### src/rtl/flash_ctl_pkg.sv
package flash_ctl_pkg;
   // Register indices on the serial register port
   localparam logic [7:0] REG_CONFIG  = 8'h07;
   localparam logic [7:0] REG_ENABLE  = 8'h0A;
   localparam logic [7:0] REG_FLAGS   = 8'h0B;
   localparam logic [7:0] CONFIG_RST  = 8'h78;
   localparam logic [7:0] ENABLE_RST  = 8'h00;
   localparam logic [7:0] FLAGS_RST   = 8'h00;
   // Config fields
   localparam int CFG_STROBE_POL = 6;
   localparam int CFG_TORCH_POL  = 5;
   localparam int CFG_TX_POL     = 4;
   localparam int CFG_TX_LEVEL   = 3;
   localparam int CFG_INPUT_SUPPLY_MONITOR_EN    = 2;
   // Enable fields
   localparam int EN_NTC    = 7;
   localparam int EN_TX     = 6;
   localparam int EN_STROBE = 5;
   localparam int EN_TORCH  = 4;
   localparam int EN_MODE_L = 0;
   // Flag bits
   localparam int FLG_TX      = 7;
   localparam int FLG_NTC     = 6;
   localparam int FLG_INPUT_SUPPLY_MONITOR    = 5;
   localparam int FLG_UNDERVOLTAGE_LOCKOUT    = 4;
   localparam int FLG_OVP     = 3;
   localparam int FLG_SHORT   = 2;
   localparam int FLG_TSD     = 1;
   localparam int FLG_TIMEOUT = 0;
   localparam logic [7:0] FAULT_MASK = 8'h17;
   // Timing
   localparam int CLK_MHZ       = 250;
   localparam int CNT_W         = 18;
   localparam int T_WR_ON_US    = 554;
   localparam int T_STOP_OFF_US = 32;
   localparam int T_STB_ON_US   = 400;
   localparam int T_STB_OFF_US  = 16;
   localparam int T_TRC_ON_US   = 300;
   localparam int T_TRC_OFF_US  = 16;
   localparam int T_TX_DOWN_US  = 3;
   localparam int T_TX_UP_US    = 2;
   localparam int WR_ON_CYC     = T_WR_ON_US * CLK_MHZ;
   localparam int STOP_OFF_CYC  = T_STOP_OFF_US * CLK_MHZ;
   localparam int STB_ON_CYC    = T_STB_ON_US * CLK_MHZ;
   localparam int STB_OFF_CYC   = T_STB_OFF_US * CLK_MHZ;
   localparam int TRC_ON_CYC    = T_TRC_ON_US * CLK_MHZ;
   localparam int TRC_OFF_CYC   = T_TRC_OFF_US * CLK_MHZ;
   localparam int TX_DOWN_CYC   = T_TX_DOWN_US * CLK_MHZ;
   localparam int TX_UP_CYC     = T_TX_UP_US * CLK_MHZ;
   typedef enum logic [1:0] {MODE_STANDBY, MODE_INDICATOR, MODE_TORCH, MODE_FLASH} op_mode_t;
   typedef enum logic [1:0] {DRV_OFF, DRV_INDICATOR, DRV_TORCH, DRV_FLASH} drive_t;
endpackage : flash_ctl_pkg

### src/rtl/delay_timer.sv
`timescale 1ns/100ps
`default_nettype none
// One-shot: done pulses exactly load_val + 1 cycles after the load cycle; a new load restarts it
module delay_timer #(
   parameter int W = 18
) (
   input  wire logic         clk_sys,
   input  wire logic         reset_n,
   input  wire logic         ce,
   input  wire logic         load,
   input  wire logic [W-1:0] load_val,
   output var  logic         done
);
   logic [W-1:0] cnt_r;
   always_ff @(posedge clk_sys) begin
      if (!reset_n) begin
         cnt_r <= '0;
      end else if (ce) begin
         if (load) begin
            cnt_r <= load_val;
         end else if (cnt_r != '0) begin
            cnt_r <= cnt_r - 1'b1;
         end
      end
   end
   always_ff @(posedge clk_sys) begin
      if (!reset_n) begin
         done <= 1'b0;
      end else if (ce) begin
         done <= !load && (cnt_r == W'(1));
      end
   end
endmodule : delay_timer
`default_nettype wire

### src/rtl/flash_led_mode_flag_control.sv
`timescale 1ns/100ps
`default_nettype none
module flash_led_mode_flag_control
   import flash_ctl_pkg::*;
#(
   parameter logic [CNT_W-1:0] WR_ON_CYC_P    = CNT_W'(WR_ON_CYC),
   parameter logic [CNT_W-1:0] STOP_OFF_CYC_P = CNT_W'(STOP_OFF_CYC),
   parameter logic [CNT_W-1:0] STB_ON_CYC_P   = CNT_W'(STB_ON_CYC),
   parameter logic [CNT_W-1:0] TRC_ON_CYC_P   = CNT_W'(TRC_ON_CYC)
) (
   input  wire logic       clk_sys,
   input  wire logic       reset_n,
   input  wire logic       ce,
   input  wire logic       reg_wr_stb,
   input  wire logic       reg_rd_stb,
   input  wire logic [7:0] reg_addr,
   input  wire logic [7:0] reg_wdata,
   input  wire logic       serial_stop,
   output var  logic [7:0] reg_rdata,
   input  wire logic       strobe_pin,
   input  wire logic       torch_pin,
   input  wire logic       tx_pin,
   input  wire logic       thermistor_check_trip,
   input  wire logic       input_supply_monitor_act,
   input  wire logic       undervoltage_lockout_trip,
   input  wire logic       overvoltage_guard_trip,
   input  wire logic       led_short_det,
   input  wire logic       thermal_shutdown_det,
   input  wire logic       flash_timer_expired,
   output var  logic       led_on,
   output var  logic [1:0] led_drive,
   output var  logic       tx_reduced,
   output var  logic       fault_inhibit,
   output var  logic       mode_locked
);
   ////////////////////////////////////////////////////////////////////////////
   // Pin and monitor synchronisers
   localparam int N_SYNC = 10;
   logic [N_SYNC-1:0] raw_in;
   logic [N_SYNC-1:0] sync_in;
   assign raw_in = {tx_pin, torch_pin, strobe_pin,
                    thermistor_check_trip, input_supply_monitor_act,
                    undervoltage_lockout_trip, overvoltage_guard_trip,
                    led_short_det, thermal_shutdown_det, flash_timer_expired};
   pin_sync #(.W(N_SYNC)) u_sync (
      .clk_sys (clk_sys),
      .reset_n (reset_n),
      .ce      (ce),
      .d       (raw_in),
      .q       (sync_in)
   );
   logic [6:0] cond_s;
   assign cond_s = sync_in[6:0];

   ////////////////////////////////////////////////////////////////////////////
   // Registers
   logic [7:0] config_r;
   logic [7:0] enable_r;
   logic [7:0] flags_r;
   logic       fault_lock_r;
   logic       tx_lock_r;
   logic       wr_seen_r;
   logic       wr_en_acc;
   logic       wr_cfg_acc;
   logic       rd_flags;
   op_mode_t   mode;
   assign wr_en_acc  = reg_wr_stb && (reg_addr == REG_ENABLE);
   assign wr_cfg_acc = reg_wr_stb && (reg_addr == REG_CONFIG);
   assign rd_flags   = reg_rd_stb && (reg_addr == REG_FLAGS);
   assign mode       = op_mode_t'(enable_r[EN_MODE_L +: 2]);

   always_ff @(posedge clk_sys) begin
      if (!reset_n) begin
         config_r <= CONFIG_RST;
      end else if (ce && wr_cfg_acc) begin
         config_r <= reg_wdata;
      end
   end

   // Mode bits hold their value while a transmit lock stands
   always_ff @(posedge clk_sys) begin
      if (!reset_n) begin
         enable_r <= ENABLE_RST;
      end else if (ce && wr_en_acc) begin
         enable_r[7:2] <= reg_wdata[7:2];
         if (!tx_lock_r) begin
            enable_r[1:0] <= reg_wdata[1:0];
         end
      end
   end

   // Delay selection needs to know that the last change came from software
   always_ff @(posedge clk_sys) begin
      if (!reset_n) begin
         wr_seen_r <= 1'b0;
      end else if (ce) begin
         wr_seen_r <= wr_en_acc || wr_cfg_acc;
      end
   end

   always_ff @(posedge clk_sys) begin
      if (!reset_n) begin
         reg_rdata <= 8'h00;
      end else if (ce && reg_rd_stb) begin
         unique case (reg_addr)
            REG_CONFIG: reg_rdata <= config_r;
            REG_ENABLE: reg_rdata <= enable_r;
            REG_FLAGS:  reg_rdata <= flags_r;
            default:    reg_rdata <= 8'h00;
         endcase
      end
   end

   ////////////////////////////////////////////////////////////////////////////
   // Pin levels and edges, polarity applied
   logic strobe_act;
   logic torch_act;
   logic tx_act;
   logic tx_prev_r;
   logic tx_rise_ev;
   logic tx_fall_ev;
   assign strobe_act = config_r[CFG_STROBE_POL] ? sync_in[7] : !sync_in[7];
   assign torch_act  = config_r[CFG_TORCH_POL] ? sync_in[8] : !sync_in[8];
   assign tx_act     = enable_r[EN_TX] && (config_r[CFG_TX_POL] ? sync_in[9] : !sync_in[9]);
   assign tx_rise_ev = tx_act && !tx_prev_r;
   assign tx_fall_ev = !tx_act && tx_prev_r;

   always_ff @(posedge clk_sys) begin
      if (!reset_n) begin
         tx_prev_r <= 1'b0;
      end else if (ce) begin
         tx_prev_r <= tx_act;
      end
   end

   ////////////////////////////////////////////////////////////////////////////
   // Event and fault flags
   logic [7:0] flag_ev;
   logic       fault_ev;
   logic       tx_lock_ev;
   always_comb begin
      flag_ev              = 8'h00;
      flag_ev[FLG_TX]      = tx_rise_ev;
      flag_ev[FLG_NTC]     = cond_s[6] && enable_r[EN_NTC];
      flag_ev[FLG_INPUT_SUPPLY_MONITOR]    = cond_s[5] && config_r[CFG_INPUT_SUPPLY_MONITOR_EN];
      flag_ev[FLG_UNDERVOLTAGE_LOCKOUT]    = cond_s[4];
      flag_ev[FLG_OVP]     = cond_s[3];
      flag_ev[FLG_SHORT]   = cond_s[2];
      flag_ev[FLG_TSD]     = cond_s[1];
      flag_ev[FLG_TIMEOUT] = cond_s[0];
   end
   assign fault_ev   = |(flag_ev & FAULT_MASK);
   assign tx_lock_ev = tx_rise_ev && !config_r[CFG_TX_LEVEL] &&
                       (mode == MODE_TORCH || mode == MODE_INDICATOR);

   // Set wins over the read clear, so a standing condition re-flags at once
   always_ff @(posedge clk_sys) begin
      if (!reset_n) begin
         flags_r <= FLAGS_RST;
      end else if (ce) begin
         flags_r <= (rd_flags ? 8'h00 : flags_r) | flag_ev;
      end
   end

   always_ff @(posedge clk_sys) begin
      if (!reset_n) begin
         fault_lock_r <= 1'b0;
      end else if (ce) begin
         fault_lock_r <= (fault_lock_r && !rd_flags) || fault_ev;
      end
   end

   always_ff @(posedge clk_sys) begin
      if (!reset_n) begin
         tx_lock_r <= 1'b0;
      end else if (ce) begin
         tx_lock_r <= (tx_lock_r && !rd_flags) || tx_lock_ev;
      end
   end

   ////////////////////////////////////////////////////////////////////////////
   // Requested LED state and its delay
   logic             want_now;
   logic             want_r;
   logic             wait_stop_r;
   logic             main_load;
   logic [CNT_W-1:0] main_val;
   logic             wait_set;
   logic             main_done;
   always_comb begin
      want_now = 1'b0;
      if (!fault_lock_r) begin
         unique case (mode)
            MODE_STANDBY:   want_now = 1'b0;
            MODE_INDICATOR: want_now = torch_act;
            MODE_TORCH:     want_now = enable_r[EN_TORCH] ? torch_act : 1'b1;
            MODE_FLASH:     want_now = enable_r[EN_STROBE] ? strobe_act : 1'b1;
         endcase
      end
   end

   always_comb begin
      main_load = 1'b0;
      main_val  = CNT_W'(1);
      wait_set  = 1'b0;
      if (want_now != want_r) begin
         if (wr_seen_r && !fault_lock_r) begin
            if (want_now) begin
               main_load = 1'b1;
               main_val  = WR_ON_CYC_P;
            end else begin
               wait_set = 1'b1;
            end
         end else if (fault_lock_r || mode == MODE_STANDBY || mode == MODE_INDICATOR) begin
            main_load = 1'b1;
         end else if (mode == MODE_FLASH) begin
            main_load = 1'b1;
            main_val  = want_now ? STB_ON_CYC_P : CNT_W'(STB_OFF_CYC);
         end else begin
            main_load = 1'b1;
            main_val  = want_now ? TRC_ON_CYC_P : CNT_W'(TRC_OFF_CYC);
         end
      end else if (wait_stop_r && serial_stop) begin
         main_load = 1'b1;
         main_val  = STOP_OFF_CYC_P;
      end
   end

   always_ff @(posedge clk_sys) begin
      if (!reset_n) begin
         want_r      <= 1'b0;
         wait_stop_r <= 1'b0;
      end else if (ce) begin
         want_r      <= want_now;
         wait_stop_r <= wait_set || (wait_stop_r && !main_load);
      end
   end

   delay_timer #(.W(CNT_W)) u_main_dly (
      .clk_sys  (clk_sys),
      .reset_n  (reset_n),
      .ce       (ce),
      .load     (main_load),
      .load_val (main_val),
      .done     (main_done)
   );

   always_ff @(posedge clk_sys) begin
      if (!reset_n) begin
         led_on <= 1'b0;
      end else if (ce && main_done) begin
         led_on <= want_r;
      end
   end

   ////////////////////////////////////////////////////////////////////////////
   // Transmit-sync current reduction
   logic             tx_target_r;
   logic             tx_load;
   logic [CNT_W-1:0] tx_val;
   logic             tx_done;
   logic             timed_out;
   assign timed_out = flags_r[FLG_TIMEOUT] || flag_ev[FLG_TIMEOUT];
   assign tx_load   = tx_rise_ev || (tx_fall_ev && !timed_out);
   assign tx_val    = tx_rise_ev ? CNT_W'(TX_DOWN_CYC) : CNT_W'(TX_UP_CYC);

   always_ff @(posedge clk_sys) begin
      if (!reset_n) begin
         tx_target_r <= 1'b0;
      end else if (ce && tx_load) begin
         tx_target_r <= tx_rise_ev;
      end
   end

   delay_timer #(.W(CNT_W)) u_tx_dly (
      .clk_sys  (clk_sys),
      .reset_n  (reset_n),
      .ce       (ce),
      .load     (tx_load),
      .load_val (tx_val),
      .done     (tx_done)
   );

   always_ff @(posedge clk_sys) begin
      if (!reset_n) begin
         tx_reduced <= 1'b0;
      end else if (ce && tx_done) begin
         tx_reduced <= tx_target_r;
      end
   end

   ////////////////////////////////////////////////////////////////////////////
   // Drive level towards the current source
   always_ff @(posedge clk_sys) begin
      if (!reset_n) begin
         led_drive     <= DRV_OFF;
         fault_inhibit <= 1'b0;
         mode_locked   <= 1'b0;
      end else if (ce) begin
         fault_inhibit <= fault_lock_r;
         mode_locked   <= tx_lock_r;
         if (!led_on) begin
            led_drive <= DRV_OFF;
         end else begin
            unique case (mode)
               MODE_STANDBY:   led_drive <= DRV_OFF;
               MODE_INDICATOR: led_drive <= DRV_INDICATOR;
               MODE_TORCH:     led_drive <= DRV_TORCH;
               MODE_FLASH: begin
                  if (!tx_reduced) begin
                     led_drive <= DRV_FLASH;
                  end else begin
                     led_drive <= config_r[CFG_TX_LEVEL] ? DRV_TORCH : DRV_OFF;
                  end
               end
            endcase
         end
      end
   end

   ////////////////////////////////////////////////////////////////////////////
   // Checks; a cycle counter per timer ties each timer expiry to the delay it was given
   logic [CNT_W-1:0] main_age_r;
   logic [CNT_W-1:0] main_len_r;
   logic [CNT_W-1:0] tx_age_r;
   logic [CNT_W-1:0] tx_len_r;
   always_ff @(posedge clk_sys) begin
      if (!reset_n) begin
         main_age_r <= '0;
         main_len_r <= '0;
         tx_age_r   <= '0;
         tx_len_r   <= '0;
      end else if (ce) begin
         main_age_r <= main_load ? CNT_W'(1) : main_age_r + 1'b1;
         tx_age_r   <= tx_load ? CNT_W'(1) : tx_age_r + 1'b1;
         if (main_load) begin
            main_len_r <= main_val;
         end
         if (tx_load) begin
            tx_len_r <= tx_val;
         end
      end
   end
endmodule : flash_led_mode_flag_control
`default_nettype wire

### src/rtl/pin_sync.sv
`timescale 1ns/100ps
`default_nettype none
module pin_sync #(
   parameter int W = 1
) (
   input  wire logic         clk_sys,
   input  wire logic         reset_n,
   input  wire logic         ce,
   input  wire logic [W-1:0] d,
   output var  logic [W-1:0] q
);
   for (genvar i = 0; i < W; i++) begin : g_bit
      logic meta_r;
      logic q_r;
      // Each bit has its own two flops; the port is only wired from the second, so q has one driver per bit
      always_ff @(posedge clk_sys) begin
         if (!reset_n) begin
            meta_r <= 1'b0;
            q_r    <= 1'b0;
         end else if (ce) begin
            meta_r <= d[i];
            q_r    <= meta_r;
         end
      end
      assign q[i] = q_r;
   end
endmodule : pin_sync
`default_nettype wire

### config.mk
export PLATFORM = sky130hd
export DESIGN_NAME = flash_led_mode_flag_control
export DESIGN_NICKNAME = d
export VERILOG_FILES = /design/src/rtl/flash_ctl_pkg.sv /design/src/rtl/delay_timer.sv /design/src/rtl/flash_led_mode_flag_control.sv /design/src/rtl/pin_sync.sv
export SDC_FILE = /design/constraint.sdc
export NUM_CORES = 1
export LEC_CHECK = 0
export BUFFER_PORTS_ARGS = -buffer_cell sky130_fd_sc_hd__clkbuf_2
export CORE_AREA = 2 2 116 118
export DETAILED_ROUTE_END_ITERATION = 8
export DIE_AREA = 0 0 118 120
export MAX_ROUTING_LAYER = met4
export PLACE_DENSITY_LB_ADDON = 0.08
export SYNTH_ARGS = -nofsm -noshare
export SYNTH_HDL_FRONTEND = slang
export SYNTH_SLANG_ARGS = --single-unit
### constraint.sdc
create_clock -name clk_sys -period 5.8 [get_ports clk_sys]
set_input_delay 1.16 -clock clk_sys [delete_from_list [all_inputs] [get_ports clk_sys]]
set_output_delay 1.16 -clock clk_sys [all_outputs]
set_load 0.02 [all_outputs]
# == Word level (Yosys, flattened, before mapping) ==
# Index checks and enable logic that the tools add are counted.
# word_totals
in_bits,32
ram_bits,0
n_memories,0
rom_bits,0
latch_bits,0
output_inout_bits,14
reg_bits,103
# op_classes
n_lt_le_gt_ge,0
bitwise_logic,2
n_div,0
muxes,33
n_reduce_logical,53
n_eq_ne,9
n_mul,0
addsub,2
shift,0
# op_table
op,count
two-way mux 18 bit,7
two-way mux 17 bit,4
"== test 18 x 1 -> 1 bit, second input constant",2
nonzero test 18 bit,2
"subtractor 18 x 1 -> 18 bit, second input constant",2
logical AND 1 bit,24
case mux 8 bit (3 select lines),1
"== test 8 x 4 -> 1 bit, second input constant",2
two-way mux 1 bit,13
two-way mux 13 bit,1
logical NOT 1 bit,11
two-way mux 10 bit,1
logical OR 1 bit,9
"== test 8 x 3 -> 1 bit, second input constant",1
two-way mux 8 bit,1
OR 8 bit,1
case mux 2 bit (4 select lines),1
two-way mux 2 bit,3
AND reduction 2 bit,3
"== test 2 bit, second input constant",2
case mux 1 bit (4 select lines),1
nonzero test 2 bit,2
OR reduction 4 bit,1
"== test 2 x 1 -> 1 bit, second input constant",1
other kinds (3),3

# == Logic depth before layout (Yosys ltp) ==
# Gate-level depths: netlist of run 1.
# depth
word_depth,11
mapped_depth,9

# == Cells and area by module ==
# From an unflattened synthesis of run 1, not the netlist that was laid out.
# hier_totals
hier_cells,693
area_unflattened_um2,5795.6
# modules_own_cells
mod,area_each_um2,cells_each,seq_area_each_um2,instances
delay_timer,1297.5,176,380.4,2
flash_led_mode_flag_control,2369.8,267,900.9,1
pin_sync,830.8,74,400.4,1

# == Worst setup path before layout of run 1 ==
# OpenSTA, ideal clock, no wires.
# synth_timing
path_type,input -> register
start,input port reg_addr[5]
end,register enable_r[0]
path_stages,8
setup_ps,128
arrival_ps,2931
slack_ps,2742
n_path_buf,2
path_cell_list,or4b_1 > buf_2 > nor4_4 > and3_1 > buf_4 > and2b_1 > mux2i_1 > nor2_1
# synth_via
elab_chain_len,4
# synth_rtl
item,line_no,source
start: declaration,flash_led_mode_flag_control.sv:16,"input wire logic [7:0] reg_addr,"
== test 8 x 4 -> 1 bit,flash_led_mode_flag_control.sv:67,assign wr_en_acc = reg_wr_stb && (reg_addr == REG_ENABLE);
logical AND 1 bit,flash_led_mode_flag_control.sv:67,
logical AND 1 bit,flash_led_mode_flag_control.sv:84,end else if (ce && wr_en_acc) begin
AND reduction 2 bit (no line),n/a,
end signal: assignment,flash_led_mode_flag_control.sv:87,enable_r[1:0] <= reg_wdata[1:0];
end: declaration,flash_led_mode_flag_control.sv:58,logic [7:0] enable_r;
# Every way passes these cells.
# A chain may end at the register's enable or synchronous reset.

# == Final worst setup path of run 1 ==
# layout_timing
start,input port ce
end,register u_main_dly.cnt_r[14]
# layout_via
elab_chain_len,1
# layout_rtl
item,line_no,source
start: declaration,flash_led_mode_flag_control.sv:13,"input wire logic ce,"
AND reduction 2 bit (no line),n/a,
end signal: assignment,delay_timer.sv:20,cnt_r <= load_val;
end signal: assignment,delay_timer.sv:22,cnt_r <= cnt_r - 1'b1;
end: declaration,delay_timer.sv:14,logic [W-1:0] cnt_r;
# Every way passes these cells.

==> reports/results.ini, run 1 <==
[run_status]
status=completed

[clocking]
postCtsHoldBufs=0
clock_latency_ps=360
cts_max_level=3
ctsLongestPathBuffers=2
cts_buffers=9
clkSlewWorstSetupHoldPaths_ps=70
ctsResizeCount=0
tritoncts=yes
clock-sinks=103
postCtsSetupRepairBufs=0
cts_root_buf=clkbuf_16

[critical_path]
reg2regPathDepth=8
r2r_end=u_main_dly.cnt_r[8]
critPathLaunchType=primary input
critical_path.cell_chain=clkbuf_2 > clkinv_1 > nor4_1 > xor2_1 > and3_1
crit_slowest_cell=clkinv_1
worst_path_largest_cell_delay_ps=810
end_kind=register
reg2reg_setup_slack_ps=2750
arrival_ps=3540
path_delay_family=buffers and inverters
timing.rr.start=enable_r[1]
crit_type=in -> reg
cp_num_buf_inv=2
critPathMaxFanout=38
worstPathRequired_ps=6060

[run]
maxCapViolations=0

[die]
die_area_um2=14160
pin_count=46
die_x_um=118
core_area_um2=12980
start_util_pct=39.91
die_height_um=120
fp-row-count=42

[power]
swShare_pct=39.77
switching_power_w=0.001018
combinationalPowerShare_pct=39.2
p_int_w=0.001542
vdd_ir_drop_max_v=0.0002003
power_frac_seq_pct=37.0
power_density_nw_per_um2=442.5
leakage_nw=2.204
power.share.clock_pct=23.8

[synthesis]
synth.distinct_cells=76
async_flop_share_pct=0
synthCells=588
synth_area_leaders=dfxtp_1 40%, mux2i_1 7.3%, nor2_1 6.7%
synth.largest_area_cell=dfxtp_1
synth_ff_type=dfxtp_1
synth_edf_count=0
synth_top_cell_area_share_pct=39.81
synth_fp_nets=628
synth.avg_cell_area_um2=8.809
synth_seq_cells=103
synth_commonest_cells=103 x dfxtp_1, 93 x nor2_1, 48 x nand2_1
yosysMostFrequentCell=dfxtp_1
ys_warn_count=0
seq_area_frac_synth_pct=39.81
synth_area_um2=5180

[timing]
worst_pin_slew_ps=1031
rsz0062_at_grt=no
fin_tns_setup_ps=0
layout_setup_ws_ps=2512
timing.hold.ws_ps=465.0
post-route-period-util_pct=56.68
finalHoldViolations=0
fmaxAchievable_mhz=304.2
fin_worst_skew_ps=7.428
relSlewSlack_pct=30.48
finalSetupViolCount=0
period_needed_ps=3288
drv_slew=0

[cells_and_area]
fillers=1306
final_area_um2=5784
layoutNonFillerInstCount=799
fin_nets=658
num_antenna_cells=0
syn2layout_area_growth_pct=11.67
drive_gt1_share_pct=15.41

[detailed_routing]
ant_nets=0
drc=0
drt_first_pass_iters=6
routed_wl_um=13310
wl_per_cell_um=16.66
num_vias=4523
drtIter0Drc=339
vias_per_cell=5.661

[placement]
gp_congestion=0.8620
numPortBuffers=45
dp_hpwl_um=9452
preCtsSetupSlack_ps=2097
place_inst=783
placed_cell_area_um2=5484

[hold_path]
holdPathStages=2
min-delay-start=led_drive[0]
hold_class=reg -> reg
whs_endpoint=led_drive[0]

[global_route]
grt_antenna_before_repair=0
grt_max_degree=67
grt_use_total_pct=19.90
grt_pass1_vias=4221
grt_overflow=0
grt_pass1_wl_um=21920

## flip-flops by register name (all words and copies together), names as in the netlist, 2 cells and up
name	flops
config_r	8
enable_r	8
flags_r	8
led_drive	2
reg_rdata	8
u_main_dly.cnt_r	18
u_sync.g_bit.meta_r	10
u_sync.g_bit.q_r	10
u_tx_dly.cnt_r	18
## how the worst max path moves through the flow
stage	startpoint	endpoint	depth (start not counted)
final	ce	u_main_dly.cnt_r[14]	5
after detailed placement	ce	u_main_dly.cnt_r[14]	5
after global placement	ce	u_main_dly.cnt_r[14]	5
after CTS	ce	u_main_dly.cnt_r[14]	5
after global routing	ce	u_main_dly.cnt_r[14]	5
after floorplan	reg_addr[5]	enable_r[0]	8
## layer usage
metal  global-route usage, %  part of all wire (%)  up-vias
li1                        -                     -     2226
met1                   26.71                    47     2132
met2                   29.61                    45      138
met3                   3.137                   5.4       27
met4                   8.961                   2.5        0
met5                       -                     0        -
## logic make-up (layout without fill, tap and decap cells)
kind of cell,count (synthesis),after routing,synth area share [%]
adder cells (fa/ha/maj),8,8,1.932
AO/OA/AOI/OAI,143,143,21.06
AND/OR/NAND/NOR,238,238,23.12
flip-flops,103,103,39.81
multiplexers,38,38,7.343
XOR/XNOR,16,16,2.705
buffers and inverters,42,77,4.034
## layout make-up
cell class                      instances  area [um2]  share of cell area [%]
Clock buffer                            9       225.2                   3.894
Clock inverter                          7       75.07                   1.298
Inverter                               14       52.55                  0.9085
Multi-Input combinational cell        443        2909                   50.29
Sequential cell                       103        2062                   35.65
Tap cell                              176       220.2                   3.807
Timing Repair Buffer                   47       240.2                   4.153
## power groups by stage
stage	clock network (W)	registers [W]	logic [W]
6_report	0.000609	0.000947	0.00100
5_1_grt	0.000652	0.000965	0.00112
4_1_cts	0.000631	0.000945	0.00100
3_5_place_dp	0	0.000961	0.000996
3_3_place_gp	0	0.000959	0.000998
2_1_floorplan	0	0.000929	0.000821
## worst reg2reg max path, cell delays in order (launching register included)
cell	delay (ps)
dfxtp_1	450
inv_1	120
ha_1	210
or2_2	360
a211oi_2	380
a211oi_1	220
nor2_2	680
o21ai_0	210
a32o_1	310
## through the flow
step | util [%] | power, W
after floorplan | - | 0.001750
after global placement | 42.25 | 0.001958
after detailed placement | 42.25 | 0.001957
after CTS | 44.56 | 0.002578
after global routing | 44.56 | 0.002742
final | 44.56 | 0.002560
## placed cells by master (no fill, tap or decap), types with 3 or more instances in the layout
| cell type | netlist | final |
|---|---|---|
| a211oi_2 | 3 | 3 |
| nand2b_1 | 3 | 3 |
| nand3_1 | 10 | 10 |
| nor2_2 | 4 | 4 |
| clkbuf_16 | 0 | 9 |
| a32o_1 | 4 | 4 |
| inv_6 | 0 | 3 |
| or3_1 | 4 | 4 |
| dfxtp_1 | 103 | 103 |
| a222oi_1 | 8 | 8 |
| xnor2_1 | 6 | 6 |
| a21oi_1 | 45 | 45 |
| o21a_1 | 4 | 4 |
| xor2_1 | 10 | 10 |
| or4_1 | 5 | 5 |
| a22oi_1 | 5 | 5 |
| o221a_1 | 4 | 4 |
| o21ai_0 | 13 | 13 |
| inv_1 | 12 | 11 |
| a2bb2oi_1 | 6 | 6 |
| nor3_1 | 18 | 18 |
| clkbuf_2 | 0 | 45 |
| nand2_1 | 48 | 48 |
| o31a_1 | 3 | 3 |
| a211oi_1 | 5 | 5 |
| mux2i_1 | 38 | 38 |
| nor2b_1 | 3 | 3 |
| ha_1 | 8 | 8 |
| nor2_1 | 93 | 93 |
| o2bb2ai_1 | 4 | 4 |
| nor4_1 | 14 | 14 |
| nand4_1 | 3 | 3 |
| or4_4 | 3 | 3 |
| o21ai_1 | 10 | 10 |
| and2_1 | 4 | 4 |
| and3_1 | 6 | 6 |
| nor3b_1 | 3 | 3 |
(Power assumes the default switching activity.)
==> inputs of run 2 (changes only) <==
- clock period: 5.8 -> 2.8 ns (I/O delays scaled with it)
==> reports/results.ini, run 2 (same netlist as run 1, synthesis figures left out) <==
[cells_and_area]
final_cell_mix=103 x dfxtp_1, 93 x nor2_1, 48 x nand2_1
num_antenna_cells=0
fin_nets=681
syn2layout_area_growth_pct=15.05
reg_top3=u_main_dly.cnt_r: 18 flops, u_tx_dly.cnt_r: 18 flops
utilization_pct=45.91
fillers=1322
drive_gt1_share_pct=18.42
layout_commonest_cell=dfxtp_1
final_area_um2=5959

[die]
die_x_um=118
die_height_um=120
start_util_pct=39.91
core_area_um2=12980
die_area_um2=14160
pin_count=46
fp-row-count=42

[clocking]
tritoncts=yes
cts_max_level=3
clock_latency_ps=360
postCtsHoldBufs=0
clock-sinks=103
ctsLongestPathBuffers=2
cts_root_buf=clkbuf_16
cts_buffers=9
ctsResizeCount=0
postCtsSetupRepairBufs=0
clkSlewWorstSetupHoldPaths_ps=80

[global_route]
grt_antenna_before_repair=0
grt_pass1_vias=4483
grt_max_degree=42
grt_pass1_wl_um=22930
grt_overflow=0
grt_use_total_pct=20.81

[placement]
dp_hpwl_um=10010
preCtsSetupSlack_ps=156.7
numPortBuffers=45
gp_congestion=0.9045
placed_cell_area_um2=5657

[detailed_routing]
wl_per_cell_um=16.85
drtIter0Drc=324
routed_wl_um=13850
drt_first_pass_iters=8
vias_per_cell=5.601
num_vias=4604
ant_nets=0
drc=0

[critical_path]
crit_type=reg -> reg
critPathMaxFanout=6
reg2regPathDepth=8
critPathLaunchType=register
end_kind=register
worstPathRequired_ps=3060
arrival_ps=2850

[timing]
rsz0062_at_grt=no
fmaxAchievable_mhz=385.9
finalHoldViolations=0
fin_worst_skew_ps=9.768
fin_tns_setup_ps=0
finalSetupViolCount=0
drv_slew=0
period_needed_ps=2592
post-route-period-util_pct=92.56
worst_pin_slew_ps=695.8
timing.hold.ws_ps=430.5
relSlewSlack_pct=53.62
layout_setup_ws_ps=208.4

[run]
maxCapViolations=0

[power]
power_density_nw_per_um2=908.9
vdd_ir_drop_max_v=0.0006169
leakage_nw=2.320

[run_status]
status=completed

[hold_path]
hold_class=in -> reg
holdPathStages=3

## run 2: changes by cell type in the layout (fill, tap and decap cells not counted), sizes merged
cell    previous run  this run
buf                2        25
clkbuf            54        55
clkinv             4         2
inv               16        17
## run 2: area by class of cell
class	count	area [um2]	area share, %
Tap cell	176	220.2	3.695
Multi-Input combinational cell	443	2922	49.02
Inverter	14	52.55	0.8818
Timing Repair Buffer	70	412.9	6.928
Clock inverter	6	61.31	1.029
Clock buffer	10	229.0	3.842
Sequential cell	103	2062	34.60
## run 2: per-layer routing
layer  share of wire (%)  global-route usage, %  routed length (um)  vias to the layer above
met5                   0                      -                   0                        -
met4                 1.5                  6.627                 213                        0
met3                 5.8                  4.753                 805                       16
met2                  46                  31.69                6386                      123
met1                  47                  27.50                6443                     2200
li1                    -                      -                   -                     2265
## run 2: where the power goes
group / switching [W] / internal [W] / total [W]
clock network: 0.000623 / 0.000628 / 0.00125
registers: 0.000257 / 0.00170 / 0.00196
logic: 0.00126 / 0.000951 / 0.00221
total: 0.00214 / 0.00328 / 0.00542
## run 2: path summary, 6_finish.rpt
| kind | from | endpoint | slack, ps |
|---|---|---|---|
| worst max-delay path | enable_r[0] | u_main_dly.cnt_r[5] | 210 |
| worst min-delay path | input_supply_monitor_act | u_sync.g_bit[5].meta_r | 430 |
| worst max register to register | enable_r[0] | u_main_dly.cnt_r[5] | 210 |
| worst min register to register | tx_target_r | tx_target_r | 470 |
## run 2: through the flow
stage / power (W) / instances
after floorplan: 0.003625 / 588
after global placement: 0.004146 / 806
after detailed placement: 0.004167 / 806
after CTS: 0.005431 / 822
after global routing: 0.005824 / 822
final: 0.005417 / 822
## run 2: worst max-delay path, stage by stage (launching register included)
cell and delay, ps:
dfxtp_1 410, inv_1 120, ha_1 230, or2_2 360, a211oi_4 280, nor4_1 140
o41a_1 570, o31a_1 160, o221a_1 210
